File: src/rmrb_pkg.sv
// Package: register map, field layout and carrier types of the runtime misc register bank
package rmrb_pkg;

   // ----------------------------------------------------------------
   // Register offsets (printed offsets are not word multiples: indices)
   // ----------------------------------------------------------------
   localparam logic [7:0] IDX_FORCE_DISK_CHANGE = 8'h18;
   localparam logic [7:0] IDX_FLOPPY_RATE_SHADOW = 8'h19;
   localparam logic [7:0] IDX_UART_A_FIFO_SHADOW = 8'h1A;
   localparam logic [7:0] IDX_SIRQ_FORCE_LOW_A = 8'h1B;
   localparam logic [7:0] IDX_SIRQ_FORCE_LOW_B = 8'h1C;
   localparam logic [7:0] IDX_UART_B_FIFO_SHADOW = 8'h1D;
   localparam logic [7:0] IDX_RESERVED_TAIL0 = 8'h1E;
   localparam logic [7:0] IDX_RESERVED_TAIL1 = 8'h1F;
   localparam int IDX_SHIFT = 2;

   // ----------------------------------------------------------------
   // Reset values and field masks
   // ----------------------------------------------------------------
   localparam logic [7:0] RST_FORCE_DISK_CHANGE = 8'h01;
   localparam logic [7:0] RST_SIRQ_FORCE_LOW = 8'hFF;
   localparam logic [7:0] MASK_SIRQ_A = 8'hFE;
   localparam logic [7:0] MASK_FLOPPY_RATE = 8'hDF;
   localparam logic [7:0] MASK_UART_FIFO = 8'hCF;
   localparam int FORCE_BIT = 0;
   localparam logic [31:0] WORD_ZERO = 32'h0000_0000;

   // ----------------------------------------------------------------
   // AHB encodings
   // ----------------------------------------------------------------
   localparam logic [1:0] HTRANS_NONSEQ = 2'h2;
   localparam logic [1:0] HTRANS_SEQ = 2'h3;

   // Floppy data rate / precompensation settings
   typedef struct packed {
      logic softReset;
      logic powerDown;
      logic reserved;
      logic [2:0] writeSelA;
      logic [1:0] dataRate;
   } rmrb_rate_t;

   // UART FIFO control settings
   typedef struct packed {
      logic [1:0] rxTrigger;
      logic [1:0] reserved;
      logic dmaMode;
      logic txFifoReset;
      logic rxFifoReset;
      logic fifoEnable;
   } rmrb_fifo_t;

   // Floppy drive0 interface pins, active low
   typedef struct packed {
      logic diskChangeInN;
      logic headStepPulseN;
      logic driveSelect0N;
   } rmrb_fdd_t;

endpackage

File: src/rmrb_runtime_misc_register_bank.sv
// Upper runtime register bank: force disk change, shadows, serial IRQ force-low
//
// Our own choice: the AHB-Lite slave port.
`timescale 1ns/10ps
module rmrb_runtime_misc_register_bank (
   // Clock and reset
   input wire logic clock,
   input wire logic resetn,
   // AHB-Lite slave
   input wire logic hsel,
   input wire logic [31:0] haddr,
   input wire logic [1:0] htrans,
   input wire logic hwrite,
   input wire logic [2:0] hsize,
   input wire logic [31:0] hwdata,
   input wire logic hready,
   output logic [31:0] hrdata,
   output logic hreadyout,
   output logic hresp,
   // Floppy drive0 pins and status
   input wire rmrb_pkg::rmrb_fdd_t fddPins,
   output logic diskChangedFlag,
   // Originating control registers in the floppy and UART units
   input wire rmrb_pkg::rmrb_rate_t floppyRateIn,
   input wire rmrb_pkg::rmrb_fifo_t uartAFifoIn,
   input wire rmrb_pkg::rmrb_fifo_t uartBFifoIn,
   // Serial IRQ frame merge
   input wire logic sirqGenEnable,
   input wire logic [15:0] irqFrameOtherN,
   output logic [15:0] irqFrameOutN
);

   // ----------------------------------------------------------------
   // Address phase capture
   // ----------------------------------------------------------------
   logic wrPend_q;
   logic [7:0] wrIdx_q;
   logic [7:0] forceReg_q;
   logic [7:0] sirqA_q;
   logic [7:0] sirqB_q;
   logic [7:0] rdByte_q;
   logic [7:0] rateShadow_q;
   logic [7:0] fifoAShadow_q;
   logic [7:0] fifoBShadow_q;
   logic stepSeen_q;
   // Next values of the writable registers. The read mux looks at these so
   // that a read taken in the data phase of a write to the same register
   // returns the value being written, not the stale one.
   logic [7:0] forceReg_d;
   logic [7:0] sirqA_d;
   logic [7:0] sirqB_d;

   wire addrValid = hsel && hready && (htrans == rmrb_pkg::HTRANS_NONSEQ ||
      htrans == rmrb_pkg::HTRANS_SEQ);
   wire [7:0] addrIdx = {2'h0, haddr[7:rmrb_pkg::IDX_SHIFT]};
   wire [7:0] wrByte = hwdata[7:0];

   // Read mux; unmapped and reserved locations return zero
   function automatic logic [7:0] readSel(input logic [7:0] idx, input logic [7:0] fc,
      input logic [7:0] rs, input logic [7:0] fa, input logic [7:0] sa,
      input logic [7:0] sb, input logic [7:0] fb);
      logic [7:0] v;
      v = 8'h00;
      case (idx)
         rmrb_pkg::IDX_FORCE_DISK_CHANGE: v = fc;
         rmrb_pkg::IDX_FLOPPY_RATE_SHADOW: v = rs;
         rmrb_pkg::IDX_UART_A_FIFO_SHADOW: v = fa;
         rmrb_pkg::IDX_SIRQ_FORCE_LOW_A: v = sa;
         rmrb_pkg::IDX_SIRQ_FORCE_LOW_B: v = sb;
         rmrb_pkg::IDX_UART_B_FIFO_SHADOW: v = fb;
         default: v = 8'h00;
      endcase
      return v;
   endfunction

   // Read data registered at the address phase, driven in the data phase.
   // Registering costs nothing here since the slave never waits, and it keeps
   // hrdata free of glitches from the shadow inputs.
   // present bit state
   wire [7:0] rdNext = readSel(addrIdx, forceReg_d, rateShadow_q, fifoAShadow_q,
      sirqA_d, sirqB_d, fifoBShadow_q);

   always_ff @(posedge clock or negedge resetn) begin
      if (!resetn) begin
         wrPend_q <= 1'b0;
         wrIdx_q <= 8'h00;
         rdByte_q <= 8'h00;
      end else begin
         wrPend_q <= addrValid && hwrite;
         wrIdx_q <= addrIdx;
         if (addrValid && !hwrite) begin
            rdByte_q <= rdNext;
         end
      end
   end

   // Zero wait states, always OKAY
   assign hreadyout = 1'b1;
   assign hresp = 1'b0;
   assign hrdata = {24'h000000, rdByte_q};

   // ----------------------------------------------------------------
   // Force disk change control
   // ----------------------------------------------------------------
   wire wrForce = wrPend_q && wrIdx_q == rmrb_pkg::IDX_FORCE_DISK_CHANGE;
   // A step pulse while drive 0 is selected is the seek that acknowledges the change
   wire stepLow = !fddPins.headStepPulseN && !fddPins.driveSelect0N;
   // Clear on the rising (end) edge of the step with drive selected
   wire stepDone = stepSeen_q && fddPins.headStepPulseN && !fddPins.driveSelect0N;

   always_ff @(posedge clock or negedge resetn) begin
      if (!resetn) begin
         stepSeen_q <= 1'b0;
      end else begin
         stepSeen_q <= stepLow;
      end
   end

   // Set by software write wins over a hardware clear in the same cycle, so a
   // driver that re-arms the force during a seek never loses the request.
   // A written zero is simply not a term here; reserved bits keep their reset zero.
   wire forceSet = wrForce && wrByte[rmrb_pkg::FORCE_BIT];

   always_comb begin
      forceReg_d = forceReg_q;
      if (forceSet) begin
         forceReg_d[rmrb_pkg::FORCE_BIT] = 1'b1;
      end else if (stepDone) begin
         forceReg_d[rmrb_pkg::FORCE_BIT] = 1'b0;
      end
   end

   // Force register, updated from its next value
   always_ff @(posedge clock or negedge resetn) begin
      if (!resetn) begin
         forceReg_q <= rmrb_pkg::RST_FORCE_DISK_CHANGE;
      end else begin
         forceReg_q <= forceReg_d;
      end
   end

   // Flag is active high as seen in the digital input register bit 7.
   // Pin levels are low active, so the select term is taken as active select.
   // force asserts change
   assign diskChangedFlag = (!fddPins.driveSelect0N && forceReg_q[rmrb_pkg::FORCE_BIT]) ||
      !fddPins.diskChangeInN;

   // ----------------------------------------------------------------
   // Shadow registers
   // ----------------------------------------------------------------
   // track the originating registers
   always_ff @(posedge clock or negedge resetn) begin
      if (!resetn) begin
         rateShadow_q <= 8'h00;
         fifoAShadow_q <= 8'h00;
         fifoBShadow_q <= 8'h00;
      end else begin
         rateShadow_q <= floppyRateIn & rmrb_pkg::MASK_FLOPPY_RATE;
         fifoAShadow_q <= uartAFifoIn & rmrb_pkg::MASK_UART_FIFO;
         fifoBShadow_q <= uartBFifoIn & rmrb_pkg::MASK_UART_FIFO;
      end
   end

   // ----------------------------------------------------------------
   // Serial IRQ force-low registers
   // ----------------------------------------------------------------
   wire wrSirqA = wrPend_q && wrIdx_q == rmrb_pkg::IDX_SIRQ_FORCE_LOW_A;
   wire wrSirqB = wrPend_q && wrIdx_q == rmrb_pkg::IDX_SIRQ_FORCE_LOW_B;

   // Only software writes change these; no hardware path touches them, so a
   // forced frame stays low until the driver itself releases it.
   // write zero asserts frame
   assign sirqA_d = wrSirqA ? (wrByte | ~rmrb_pkg::MASK_SIRQ_A) : sirqA_q;
   assign sirqB_d = wrSirqB ? wrByte : sirqB_q;

   // Force-low registers, updated from their next values
   always_ff @(posedge clock or negedge resetn) begin
      if (!resetn) begin
         sirqA_q <= rmrb_pkg::RST_SIRQ_FORCE_LOW;
         sirqB_q <= rmrb_pkg::RST_SIRQ_FORCE_LOW;
      end else begin
         sirqA_q <= sirqA_d;
         sirqB_q <= sirqB_d;
      end
   end

   // Frame n low if forced (when enabled) or if any other source asserts it.
   // Frame 0 is not served by these registers.
   // frames 1 to 15
   wire [15:0] forceVecN = {sirqB_q, sirqA_q[7:1], 1'b1};
   assign irqFrameOutN = sirqGenEnable ? (irqFrameOtherN & forceVecN) : irqFrameOtherN;

   // ----------------------------------------------------------------
   // Assertions
   // ----------------------------------------------------------------
   // reads observed through hrdata
   a_sirqa_readback: assert property (@(posedge clock) disable iff (!resetn)
      addrValid && !hwrite && addrIdx == rmrb_pkg::IDX_SIRQ_FORCE_LOW_A
      |=> hrdata[7:0] == sirqA_q)
      else $error("force-low A readback wrong");
   a_force_no_swclr: assert property (@(posedge clock) disable iff (!resetn)
      wrForce && !stepDone |=> forceReg_q[0] == $past(forceReg_q[0]) || $past(wrByte[0]))
      else $error("force bit cleared by software");
   a_force_hwclear: assert property (@(posedge clock) disable iff (!resetn)
      stepDone && !(wrForce && wrByte[0]) |=> !forceReg_q[0])
      else $error("force bit not cleared by step");
   a_disk_changed_flag_merge: assert property (@(posedge clock) disable iff (!resetn)
      forceReg_q[0] && !fddPins.driveSelect0N |-> diskChangedFlag)
      else $error("disk change not forced");
   a_rate_shadow: assert property (@(posedge clock) disable iff (!resetn)
      ##1 rateShadow_q == ($past(floppyRateIn) & 8'hDF))
      else $error("rate shadow mismatch");
   a_fifo_shadow: assert property (@(posedge clock) disable iff (!resetn)
      ##1 fifoBShadow_q == ($past(uartBFifoIn) & 8'hCF))
      else $error("fifo B shadow mismatch");
   a_frame_forced: assert property (@(posedge clock) disable iff (!resetn)
      sirqGenEnable && !sirqB_q[7] |-> !irqFrameOutN[15])
      else $error("frame 15 not forced low");
   a_frame_gated: assert property (@(posedge clock) disable iff (!resetn)
      !sirqGenEnable |-> irqFrameOutN == irqFrameOtherN)
      else $error("frames forced while disabled");
   a_sirq_hold: assert property (@(posedge clock) disable iff (!resetn)
      !wrSirqB |=> sirqB_q == $past(sirqB_q))
      else $error("force-low B changed without write");
   a_tail_zero: assert property (@(posedge clock) disable iff (!resetn)
      addrValid && !hwrite && addrIdx == rmrb_pkg::IDX_RESERVED_TAIL1 |=> hrdata == 32'h0)
      else $error("reserved read nonzero");

   // All checks below are cut off while reset is low, so that the registers
   // jumping to their defaults never counts as a change made by the logic.
   // Reads are judged one cycle after their address phase, when hrdata stands.

   // ----------------------------------------------------------------
   // Assertions: register readback and reserved bits
   // ----------------------------------------------------------------
   // Readback of B must show the written value even right behind a write
   a_sirqb_readback: assert property (@(posedge clock) disable iff (!resetn)
      addrValid && !hwrite && addrIdx == rmrb_pkg::IDX_SIRQ_FORCE_LOW_B
      |=> hrdata[7:0] == sirqB_q)
      else $error("force-low B readback wrong");
   // Force register read returns the whole byte, upper bits zero
   a_force_readback: assert property (@(posedge clock) disable iff (!resetn)
      addrValid && !hwrite && addrIdx == rmrb_pkg::IDX_FORCE_DISK_CHANGE
      |=> hrdata == {24'h000000, forceReg_q})
      else $error("force register readback wrong");
   // Reserved force bits never become one, whatever is written
   a_force_reserved: assert property (@(posedge clock) disable iff (!resetn)
      forceReg_q[7:1] == 7'h00)
      else $error("reserved force bits set");
   // Upper bytes of read data are always zero
   a_rdata_upper: assert property (@(posedge clock) disable iff (!resetn)
      hrdata[31:8] == 24'h000000)
      else $error("read data upper bytes nonzero");
   // Shadow writes are ignored: the shadow still follows its source
   a_fifoa_shadow: assert property (@(posedge clock) disable iff (!resetn)
      ##1 fifoAShadow_q == ($past(uartAFifoIn) & rmrb_pkg::MASK_UART_FIFO))
      else $error("fifo A shadow mismatch");
   // Shadow reads return the shadow as it stood at the address phase
   a_rate_readback: assert property (@(posedge clock) disable iff (!resetn)
      addrValid && !hwrite && addrIdx == rmrb_pkg::IDX_FLOPPY_RATE_SHADOW
      |=> hrdata[7:0] == $past(rateShadow_q))
      else $error("rate shadow readback wrong");
   // UART A shadow readback
   a_fifoa_readback: assert property (@(posedge clock) disable iff (!resetn)
      addrValid && !hwrite && addrIdx == rmrb_pkg::IDX_UART_A_FIFO_SHADOW
      |=> hrdata[7:0] == $past(fifoAShadow_q))
      else $error("fifo A shadow readback wrong");
   // UART B shadow readback
   a_fifob_readback: assert property (@(posedge clock) disable iff (!resetn)
      addrValid && !hwrite && addrIdx == rmrb_pkg::IDX_UART_B_FIFO_SHADOW
      |=> hrdata[7:0] == $past(fifoBShadow_q))
      else $error("fifo B shadow readback wrong");
   // First reserved location at the top of the bank reads zero
   a_tail0_zero: assert property (@(posedge clock) disable iff (!resetn)
      addrValid && !hwrite && addrIdx == rmrb_pkg::IDX_RESERVED_TAIL0
      |=> hrdata == rmrb_pkg::WORD_ZERO)
      else $error("reserved read nonzero");
   // Locations outside the bank read as zero as well
   a_unmapped_zero: assert property (@(posedge clock) disable iff (!resetn)
      addrValid && !hwrite && (addrIdx < rmrb_pkg::IDX_FORCE_DISK_CHANGE ||
      addrIdx > rmrb_pkg::IDX_RESERVED_TAIL1) |=> hrdata == rmrb_pkg::WORD_ZERO)
      else $error("unmapped read nonzero");
   // Reserved shadow bits are masked off
   a_shadow_reserved: assert property (@(posedge clock) disable iff (!resetn)
      !rateShadow_q[5] && fifoAShadow_q[5:4] == 2'h0 && fifoBShadow_q[5:4] == 2'h0)
      else $error("reserved shadow bits set");

   // ----------------------------------------------------------------
   // Assertions: force disk change
   // ----------------------------------------------------------------
   // A written one always arms the force on the next edge
   a_force_set: assert property (@(posedge clock) disable iff (!resetn)
      wrForce && wrByte[rmrb_pkg::FORCE_BIT] |=> forceReg_q[rmrb_pkg::FORCE_BIT])
      else $error("force bit not set by write");
   // A written zero never arms a cleared force either
   a_force_zero_write: assert property (@(posedge clock) disable iff (!resetn)
      !forceReg_q[0] && wrForce && !wrByte[0] |=> !forceReg_q[0])
      else $error("force bit set by zero write");
   // Without a write or a finished step the force bit stays put
   a_force_hold: assert property (@(posedge clock) disable iff (!resetn)
      !wrForce && !stepDone |=> $stable(forceReg_q))
      else $error("force bit changed without cause");
   // An asserted input pin always shows as changed
   a_disk_changed_flag_input: assert property (@(posedge clock) disable iff (!resetn)
      !fddPins.diskChangeInN |-> diskChangedFlag)
      else $error("disk change input lost");
   // Flag stays low when neither the pin nor a selected force asks for it
   a_disk_changed_flag_idle: assert property (@(posedge clock) disable iff (!resetn)
      fddPins.diskChangeInN && (fddPins.driveSelect0N || !forceReg_q[0]) |-> !diskChangedFlag)
      else $error("disk change flag spurious");

   // ----------------------------------------------------------------
   // Assertions: serial IRQ force-low
   // ----------------------------------------------------------------
   // A write lands exactly as written in register B
   a_sirq_write: assert property (@(posedge clock) disable iff (!resetn)
      wrSirqB |=> sirqB_q == $past(wrByte))
      else $error("force-low B write lost");
   // A written one releases its bit
   a_sirqb_release: assert property (@(posedge clock) disable iff (!resetn)
      wrSirqB && wrByte[0] |=> sirqB_q[0])
      else $error("force-low B bit not released");
   // Register A bit 0 is reserved and never serves a frame
   a_sirqa_bit0: assert property (@(posedge clock) disable iff (!resetn)
      sirqA_q[0] && irqFrameOutN[0] == irqFrameOtherN[0])
      else $error("frame 0 touched by force-low A");
   // Register A holds unless written
   a_sirqa_hold: assert property (@(posedge clock) disable iff (!resetn)
      !wrSirqA |=> sirqA_q == $past(sirqA_q))
      else $error("force-low A changed without write");
   // A forced frame of register A goes low even when no other source asks
   a_frame_low_a: assert property (@(posedge clock) disable iff (!resetn)
      sirqGenEnable && !sirqA_q[1] |-> !irqFrameOutN[1])
      else $error("frame 1 not forced low");
   // Register B bit 0 serves frame 8
   a_frame_low_b: assert property (@(posedge clock) disable iff (!resetn)
      sirqGenEnable && !sirqB_q[0] |-> !irqFrameOutN[8])
      else $error("frame 8 not forced low");
   // A disabled bank leaves frame 8 to the other sources
   a_frame_gate_b: assert property (@(posedge clock) disable iff (!resetn)
      !sirqGenEnable && !sirqB_q[0] |-> irqFrameOutN[8] == irqFrameOtherN[8])
      else $error("frame 8 forced while disabled");
   // Other sources always pass; forcing can only pull frames low
   a_frame_other: assert property (@(posedge clock) disable iff (!resetn)
      (irqFrameOutN & ~irqFrameOtherN) == 16'h0000)
      else $error("other frame source lost");
   // Released bits leave their frames to the other sources
   a_frame_release: assert property (@(posedge clock) disable iff (!resetn)
      sirqA_q == 8'hFF && sirqB_q == 8'hFF |-> irqFrameOutN == irqFrameOtherN)
      else $error("frame forced while released");

   c_force_set: cover property (@(posedge clock) wrForce && wrByte[0]);
   c_step_clear: cover property (@(posedge clock) stepDone && forceReg_q[0]);
   c_frame_low: cover property (@(posedge clock) sirqGenEnable && !sirqA_q[1]);
   c_sirq_release: cover property (@(posedge clock) !sirqB_q[0] ##1 wrSirqB ##1 sirqB_q[0]);
   c_read_behind_write: cover property (@(posedge clock) wrPend_q && addrValid && !hwrite);

endmodule

File: config.mk
export PLATFORM = sky130hd
export DESIGN_NAME = rmrb_runtime_misc_register_bank
export DESIGN_NICKNAME = d
export VERILOG_FILES = /design/src/rmrb_pkg.sv /design/src/rmrb_runtime_misc_register_bank.sv
export SDC_FILE = /design/constraint.sdc
export NUM_CORES = 1
export LEC_CHECK = 0
export BUFFER_PORTS_ARGS = -buffer_cell sky130_fd_sc_hd__buf_2
export CAP_MARGIN = 5
export CELL_PAD_IN_SITES_DETAIL_PLACEMENT = 1
export CELL_PAD_IN_SITES_GLOBAL_PLACEMENT = 2
export CORE_UTILIZATION = 25
export CTS_CLUSTER_SIZE = 8
export DETAILED_ROUTE_END_ITERATION = 7
export PLACE_DENSITY_LB_ADDON = 0.12
export SLEW_MARGIN = 40
export SYNTH_ARGS = -nofsm -noshare
export SYNTH_HDL_FRONTEND = slang
export SYNTH_SLANG_ARGS = --single-unit
File: constraint.sdc
create_clock -name clock -period 2.7 [get_ports clock]
set_input_delay 0.54 -clock clock [delete_from_list [all_inputs] [get_ports clock]]
set_output_delay 0.54 -clock clock [all_outputs]
set_load 0.005 [all_outputs]
==> results.sh, run 1 <==
export IMPL_post_cts_buffers=0
export IMPL_start_kind="input port"
export IMPL_fin_skew_ns=0.00423
export IMPL_p_leak_nw=1.56
export IMPL_path_class="in2reg"
export IMPL_avgSynthCellArea_um2=10.5
export IMPL_yosysSeqAreaShare_pct=52.2
export IMPL_routedWlPerCell_um=13.8
export IMPL_dpl_cell_count=451
export IMPL_hold_violations=0
export IMPL_final_max_slew_viol_count=0
export IMPL_yosysMostFrequentCell="dfrtp_1"
export IMPL_drcViolationCount=0
export IMPL_status="finished, final reports clean"
export IMPL_whs_ns=0.213
export IMPL_design_die_area_um2=10500
export IMPL_firstDrtPassIters=3
export IMPL_track_usage_pct=12.6
export IMPL_fmaxAchievable_mhz=555
export IMPL_r2r_slack_ns=0.90
export IMPL_yosysTopAreaCell="dfrtp_1"
export IMPL_finalInstanceArea_um2=3100
export IMPL_synth_ff_type="dfrtp_1"
export IMPL_clock_sinks=52
export IMPL_synth_area_leaders="dfrtp_1 35%, dfstp_2 18%, buf_4 8.0%"
export IMPL_ctsResizeCount=0
export IMPL_antenna_found_initial=0
export IMPL_place_ws_ns=0.549
export IMPL_async_reset_ff_share_pct=100
export IMPL_grt_start_max_net_pins=29
export IMPL_hpwl_um=5040
export IMPL_clkSlewWorstSetupHoldPaths_ns=0.10
export IMPL_internal_power_mw=1.10
export IMPL_ios=169
export IMPL_setup_viol=0
export IMPL_grt_pass1_vias=1895
export IMPL_synth_distinct_cells=36
export IMPL_via_per_inst=4.23
export IMPL_min_period_over_period_pct=66.7
export IMPL_crit_fanout=15
export IMPL_clock_latency_ns=0.31
export IMPL_via_count=1943
export IMPL_cts_tree="yes"
export IMPL_grt_first_pass_wirelength_um=9850
export IMPL_p_total_mw=1.47
export IMPL_placed_cell_area_um2=3000
export IMPL_seq_power_share_pct=56.8
export IMPL_path_cells="buf_2 -> or3b_1 -> or4b_4 -> a21oi_1 -> a2111o_1"
export IMPL_num_antenna_cells=0
export IMPL_synthesis_area_um2=2530
export IMPL_powerDensity_nw_per_um2=476
export IMPL_synth_common_cells="35 x dfrtp_1, 27 x buf_4, 21 x nand3_1"
export IMPL_cp_slowest_cell="or4b_4"
export IMPL_drtAntennaViolNets=0
export IMPL_ys_ff_latch=52
export IMPL_maxCapViolations=0
export IMPL_required_ns=2.95
export IMPL_routed_wl_um=6350
export IMPL_io_buffers=81
export IMPL_critPathCaptureType="flip-flop"
export IMPL_postSynthCellCount=242
export IMPL_cts_hold_buf=0
export IMPL_clockBufferDepth=2
export IMPL_fin_setup_tns_ns=0
export IMPL_arrival_ns=2.05
export IMPL_nNetsFinal=443
export IMPL_rows=36
export IMPL_min_period_ns=1.80
export IMPL_drt_initial_drc_count=22
export IMPL_area_growth_pct=22.4
export IMPL_grt_overflow=0
export IMPL_rsz0062_at_grt="no"
export IMPL_core_um2=9770
export IMPL_ff2ff_path_depth=4
export IMPL_hp_class="in2async"
export IMPL_cp_slowest_stage_delay_ns=0.54
export IMPL_fin_cells=459
export IMPL_r2r_start="wrIdx_q[1]"
export IMPL_synth_edff_count=0
export IMPL_yosys_warnings=0
export IMPL_die_y_um=103
export IMPL_cts_inserted_buffers=5
export IMPL_netSwitchingFraction_pct=25.1
export IMPL_yosys_area_top_type_share_pct=34.6
export IMPL_reg2reg_to="rdByte_q[6]"
export IMPL_cts_max_level=2
export IMPL_dieWidth_um=103
export IMPL_switchingPower_mw=0.369
export IMPL_power_share_combinational_pct=11.1
export IMPL_ctsRootBufferMaster="clkbuf_8"
export IMPL_setup_slack_ns=0.898
export IMPL_gp_congestion=0.713
export IMPL_peakVddDrop_uv=195
export IMPL_postLayoutCoreUtil_pct=31.7
export IMPL_drive_above_1_share_pct=37.7
export IMPL_start_util_pct=25.9
export IMPL_clockPowerShare_pct=32.1
## final cells by class
| type | instances | area [um2] |
|---|---|---|
| fillers | 1173 | 6680 |
| flip-flops and latches | 52 | 1320 |
| multi-input cells | 161 | 995 |
| repair buffers | 87 | 450 |
| well taps | 133 | 166 |
| clock buffers | 6 | 82.6 |
| inverters | 18 | 67.6 |
| clock inverters | 2 | 15.0 |
## registers in the layout, indices dropped and copies added (netlist names)
register,cells
wrIdx_q,6
fifoAShadow_q,6
sirqA_q,8
stepSeen_q,1
rateShadow_q,7
fifoBShadow_q,6
rdByte_q,8
forceReg_q,1
wrPend_q,1
sirqB_q,8
## power groups by stage
stage	clock network, mW	registers, mW	logic [mW]
after floorplan	0	0.848	0.0985
final	0.474	0.837	0.163
after detailed placement	0	0.852	0.167
after CTS	0.498	0.838	0.168
after global routing	0.529	0.842	0.189
after global placement	0	0.851	0.165
## layout by cell type (no fill, tap or decap), types with 2 or more instances in the layout
cell        netlist  routed
a2111o_1          5       5
a21boi_0         15      15
a21oi_1          15      15
and2_1            4       4
and3b_1           2       2
and4b_1           2       2
buf_2             4      81
buf_4            27       6
clkbuf_8          0       6
clkinvlp_4        0       2
conb_1            2      26
dfrtp_1          35      35
dfstp_2          17      17
inv_1            18      18
mux2_2            9       9
nand2_1          19      19
nand3_1          21      21
nand3b_1          3       3
nand4b_1          3       3
nor2_1            3       3
nor2b_1           2       2
nor4b_1           2       2
nor4bb_1          3       3
o21ai_0          14      14
or3b_1            2       2
## per-layer routing
layer / global-route usage [%] / routed length [um]
met1: 15.6 / 2860
met2: 21.7 / 3090
met3: 3.32 / 317
met4: 3.30 / 71
met5: 0 / 0
## logic make-up (layout without fill, tap and decap cells)
group | after synthesis | after routing | share of synthesized area [%]
compound gates | 55 | 55 | 14.4
buf+inv | 53 | 113 | 12.1
flops | 52 | 52 | 52.2
mux | 9 | 9 | 4.00
other cells | 2 | 26 | 0.297
simple gates | 71 | 71 | 17.0
## critical path, delay by kind of cell
family | cells | cell delay (ns)
compound gates | 2 | 0.28
buf+inv | 1 | 0.26
simple gates | 2 | 0.97
## worst max path at each step
| stage | cells past startpoint | endpoint | start | slack (ns) |
|---|---|---|---|---|
| detailed placement | 5 | rdByte_q[6] | haddr[4] | 0.55 |
| CTS | 4 | rdByte_q[6] | wrIdx_q[5] | 0.83 |
| global placement | 5 | rdByte_q[6] | haddr[4] | 0.53 |
| floorplan | 4 | rdByte_q[6] | haddr[2] | 0.98 |
| finish | 5 | rdByte_q[6] | haddr[4] | 0.90 |
| global route | 4 | rdByte_q[6] | wrIdx_q[5] | 0.70 |
Power figures use the tool's default switching activity.
==> run 2: changes to the inputs <==
ABC_AREA = 1   (was unset)
CORE_UTILIZATION = 22   (was 25)
clock period = 1.74 ns   (was 2.7 ns; I/O delays follow)
==> run 2 against run 1 <==
The run now ends with DRC left; total power grew 73%; count of clock-buffer cells in the layout shrank 1; global-route usage shrank 1.2 points; clock skew grew 0.0023 ns; critical endpoint is now irqFrameOutN[12].
==> results.sh, run 2 <==
export IMPL_status="finished, violations left"
export IMPL_violations="DRC"
export IMPL_placed_cell_area_um2=3050
export IMPL_nNetsFinal=501
export IMPL_clock_sinks=52
export IMPL_p_total_mw=2.55
export IMPL_final_common_cell="buf_2"
export IMPL_start_util_pct=22.5
export IMPL_yosysTopAreaCell="dfrtp_1"
export IMPL_grt_overflow=0
export IMPL_start_kind="flip-flop"
export IMPL_path_class="reg2out"
export IMPL_cts_inserted_buffers=5
export IMPL_setup_slack_ns=0.252
export IMPL_layout_common_cells="81 x buf_2, 74 x nand2_1, 38 x inv_1"
export IMPL_synth_ff_type="dfrtp_1"
export IMPL_clock_latency_ns=0.29
export IMPL_fin_cells=527
export IMPL_routed_wl_um=6490
export IMPL_gp_congestion=0.748
export IMPL_r2r_start="wrIdx_q[5]"
export IMPL_post_cts_buffers=0
export IMPL_reg_top3="rdByte_q (8), sirqA_q (8), sirqB_q (8)"
export IMPL_synth_distinct_cells=22
export IMPL_ctsResizeCount=0
export IMPL_via_count=1989
export IMPL_io_buffers=81
export IMPL_ys_ff_latch=52
export IMPL_drt_initial_drc_count=47
export IMPL_antenna_found_initial=0
export IMPL_cts_hold_buf=0
export IMPL_area_growth_pct=24.7
export IMPL_yosysMostFrequentCell="nand2_1"
export IMPL_finalInstanceArea_um2=3190
export IMPL_path_cells="inv_1 -> a21boi_0 -> buf_2"
export IMPL_via_per_inst=3.77
export IMPL_ios=169
export IMPL_drive_above_1_share_pct=34.4
export IMPL_drcViolationCount=1
export IMPL_track_usage_pct=11.4
export IMPL_yosysSeqAreaShare_pct=51.7
export IMPL_muxShareOfSynthArea_pct=0
export IMPL_die_y_um=110
export IMPL_clkSlewWorstSetupHoldPaths_ns=0.07
export IMPL_min_period_over_period_pct=85.5
export IMPL_min_period_ns=1.49
export IMPL_rows=39
export IMPL_maxCapViolations=0
export IMPL_async_reset_ff_share_pct=100
export IMPL_dieWidth_um=110
export IMPL_rsz0062_at_grt="no"
export IMPL_powerDensity_nw_per_um2=798
export IMPL_grt_pass1_vias=1895
export IMPL_ctsRootBufferMaster="clkbuf_16"
export IMPL_cp_top_family="flip-flops"
export IMPL_firstDrtPassIters=6
export IMPL_avgSynthCellArea_um2=8.62
export IMPL_synth_common_cells="74 x nand2_1, 38 x inv_1, 35 x dfrtp_1"
export IMPL_drtAntennaViolNets=0
export IMPL_arrival_ns=1.14
export IMPL_cts_max_level=2
export IMPL_peakVddDrop_uv=307
export IMPL_worst_setup_path_startpoint="sirqB_q[4]"
export IMPL_cp_slowest_stage_delay_ns=0.54
export IMPL_required_ns=1.39
export IMPL_synthesis_area_um2=2560
export IMPL_synth_top_family_by_area="simple AND/OR/NAND/NOR gates"
export IMPL_num_antenna_cells=0
export IMPL_design_die_area_um2=12100
export IMPL_synth_edff_count=0
export IMPL_hpwl_um=5070
export IMPL_grt_start_max_net_pins=53
export IMPL_fmaxAchievable_mhz=672
export IMPL_synthAdderAreaFrac_pct=0
export IMPL_yosys_area_share_simple_pct=25.9
export IMPL_dpl_cell_count=519
export IMPL_setup_viol=0
export IMPL_synth_compound_area_share_pct=7.33
export IMPL_postSynthCellCount=297
export IMPL_hp_class="in2async"
export IMPL_place_ws_ns=0.124
export IMPL_path_buf_inv=2
export IMPL_synth_area_leaders="dfrtp_1 34%, dfstp_2 17%, nand2_1 11%"
export IMPL_yosys_warnings=0
export IMPL_yosys_area_top_type_share_pct=34.2
export IMPL_synth_xor_area_share_pct=0
export IMPL_core_um2=11400
export IMPL_cp_slowest_cell="dfstp_2"
export IMPL_critPathCaptureType="output pin"
export IMPL_p_leak_nw=1.77
export IMPL_cts_tree="yes"
export IMPL_crit_fanout=2
export IMPL_hold_violations=0
export IMPL_fin_skew_ns=0.00652
export IMPL_grt_first_pass_wirelength_um=10100
export IMPL_fin_setup_tns_ns=0
export IMPL_final_max_slew_viol_count=0
export IMPL_routedWlPerCell_um=12.3
export IMPL_clockBufferDepth=2
-- run 2: where the power goes --
| part | switching [mW] | internal, mW |
|---|---|---|
| combinational | 0.156 | 0.111 |
| clock | 0.448 | 0.531 |
| sequential | 0.0209 | 1.28 |
-- run 2: area by class of cell --
| type | count | area, um2 |
|---|---|---|
| inverter | 40 | 150 |
| timing repair buffer | 85 | 448 |
| fill | 1388 | 8180 |
| tap | 143 | 179 |
| sequential | 52 | 1320 |
| multi-input combinational | 199 | 948 |
| clock inverter | 3 | 18.8 |
| clock buffer | 5 | 125 |
-- run 2: kinds of logic after synthesis --
| logic type | after synthesis |
|---|---|
| other | 2 |
| buffers and inverters | 70 |
| DFF | 52 |
| and+or+nand+nor | 146 |
| AOI/OAI and AO/OA | 27 |
-- run 2: worst paths after layout --
kind / endpoint / slack, ns / depth (start not counted)
max in group asynchronous: sirqB_q[0] / 1.40 / 2
min: rateShadow_q[3] / 0.05 / 2
min in group clock: fifoBShadow_q[6] / 0.16 / 1
max: irqFrameOutN[12] / 0.25 / 3
max reg2reg: rdByte_q[2] / 0.27 / 9
min reg2reg: sirqA_q[0] / 0.48 / 2
-- run 2: layer usage --
layer | vias to the layer above | global-route usage, % | share of wire, %
met2 | 65 | 18.8 | 47
li1 | 1026 | - | -
met3 | 7 | 1.96 | 4.8
met1 | 891 | 14.8 | 47
met5 | - | 0 | 0
met4 | 0 | 4.10 | 1.2
-- run 2: through the flow --
| stage | hold slack [ns] | utilization (%) |
|---|---|---|
| CTS | 0.0553 | 28.1 |
| global route | 0.0617 | 28.1 |
| finish | 0.0542 | 28.1 |
| global placement | 0.371 | 26.8 |
| detailed placement | 0.373 | 26.8 |
| floorplan | 0.0524 | - |
==> run 3: changes to the inputs <==
ABC_AREA = unset   (was 1)
CORE_UTILIZATION = 23   (was 22)
==> run 3 against run 2 <==
The run ends with hold timing left; total power is 7.3% higher; critical path depth increased by 2; clock skew about the same; die area decreased by 5.3%; fmax shrank 12%; sequential share of layout area down 1.4 points; via count hardly changed; critical path type is now reg2reg; critical endpoint is now rdByte_q[3].
==> results.sh, run 3 (synthesis results as in run 1) <==
export IMPL_start_kind="flip-flop"
export IMPL_peakVddDrop_uv=303
export IMPL_cts_inserted_buffers=5
export IMPL_fillCellCount=1218
export IMPL_layout_common_cells="81 x buf_2, 35 x dfrtp_1, 26 x conb_1"
export IMPL_p_total_mw=2.73
export IMPL_rows=37
export IMPL_grt_first_pass_wirelength_um=10600
export IMPL_crit_fanout=4
export IMPL_grt_pass1_vias=2077
export IMPL_grt_start_max_net_pins=53
export IMPL_routed_wl_um=6690
export IMPL_reg_top3="rdByte_q (8), sirqA_q (8), sirqB_q (8)"
export IMPL_fin_cells=478
export IMPL_violations="hold timing"
export IMPL_r2r_slack_ns=0.04
export IMPL_clockBufferDepth=2
export IMPL_hp_class="in2async"
export IMPL_status="finished, violations left"
export IMPL_rsz0062_at_grt="yes"
export IMPL_track_usage_pct=12.3
export IMPL_finalInstanceArea_um2=3300
export IMPL_whs_ns=-0.00846
export IMPL_start_util_pct=24.1
export IMPL_placed_cell_area_um2=3130
export IMPL_dieWidth_um=107
export IMPL_drt_initial_drc_count=68
export IMPL_nNetsFinal=459
export IMPL_path_class="reg2reg"
export IMPL_gp_congestion=0.721
export IMPL_num_antenna_cells=0
export IMPL_drive_above_1_share_pct=41.2
export IMPL_clkSlewWorstSetupHoldPaths_ns=0.10
export IMPL_clock_latency_ns=0.31
export IMPL_design_die_area_um2=11400
export IMPL_drcViolationCount=0
export IMPL_hold_violations=2
export IMPL_required_ns=1.94
export IMPL_fin_skew_ns=0.00648
export IMPL_drtAntennaViolNets=0
export IMPL_min_period_over_period_pct=97.6
export IMPL_dpl_cell_count=469
export IMPL_fin_setup_tns_ns=0
export IMPL_r2r_start="wrIdx_q[0]"
export IMPL_ff2ff_path_depth=5
export IMPL_ios=169
export IMPL_grt_overflow=0
export IMPL_via_per_inst=4.16
export IMPL_final_common_cell="buf_2"
export IMPL_arrival_ns=1.90
export IMPL_cts_hold_buf=0
export IMPL_min_period_ns=1.70
export IMPL_hpwl_um=5190
export IMPL_fmaxAchievable_mhz=589
export IMPL_antenna_found_initial=0
export IMPL_routedWlPerCell_um=14.0
export IMPL_area_growth_pct=30.4
export IMPL_cts_max_level=2
export IMPL_firstDrtPassIters=4
export IMPL_p_leak_nw=1.68
export IMPL_clock_sinks=52
export IMPL_critPathCaptureType="flip-flop"
export IMPL_via_count=1988
export IMPL_core_um2=10500
export IMPL_cts_tree="yes"
export IMPL_maxCapViolations=0
export IMPL_io_buffers=81
export IMPL_setup_viol=0
export IMPL_reg2reg_to="rdByte_q[3]"
export IMPL_final_max_slew_viol_count=0
export IMPL_die_y_um=107
export IMPL_powerDensity_nw_per_um2=827
export IMPL_ctsRootBufferMaster="clkbuf_8"
## run 3: area by class of cell
cell class | count | area [um2] | area share, %
Multi-Input combinational cell | 161 | 1000 | 30.3
Clock buffer | 5 | 68.8 | 2.08
Clock inverter | 3 | 90.1 | 2.73
Tap cell | 136 | 170 | 5.15
Inverter | 18 | 67.6 | 2.05
Timing Repair Buffer | 103 | 583 | 17.7
Sequential cell | 52 | 1320 | 40.0
## run 3: layer usage
| layer | vias to the layer above | GRT usage [%] | wire (um) |
|---|---|---|---|
| li1 | 985 | - | - |
| met2 | 68 | 20.9 | 3150 |
| met1 | 928 | 15.5 | 3110 |
| met4 | 0 | 3.62 | 83 |
| met5 | - | 0 | 0 |
| met3 | 7 | 2.86 | 340 |
## run 3: worst max path at each step
stage	to	start	depth (start not counted)	slack, ns
global route	rdByte_q[7]	wrIdx_q[2]	5	-0.02
CTS	rdByte_q[6]	wrIdx_q[2]	4	0.009
floorplan	rdByte_q[2]	wrPend_q	5	0.13
detailed placement	rdByte_q[6]	hwrite	6	-0.09
global placement	rdByte_q[6]	hwrite	6	-0.09
finish	rdByte_q[3]	wrIdx_q[0]	5	0.04
## run 3: worst max-delay path: stages, from the launching register on
cell and delay [ns]:
dfrtp_1 0.39, buf_4 0.16, nor3b_4 0.23, nand2_2 0.13
mux2_2 0.31, a2111o_1 0.37
## run 3: repair_timing
item                                    4_1_cts  5_1_grt
gates resized for setup                       0        4
endpoints found under the setup margin        0        5
endpoints found under the hold margin         0        0
setup buffers                                 0        1
## run 3: metrics by stage
stage	utilization, %	setup slack (ns)
6_report	31.4	0.0413
5_1_grt	31.4	-0.0173
4_1_cts	31.3	0.00889
3_5_place_dp	29.8	-0.0928
3_3_place_gp	29.8	-0.0915
2_1_floorplan	-	0.130
## run 3: report_power, final
group | leakage (nW) | internal [mW] | switching [mW]
logic | 0.991 | 0.136 | 0.146
registers | 0.608 | 1.28 | 0.0218
clock network | 0.0784 | 0.719 | 0.434
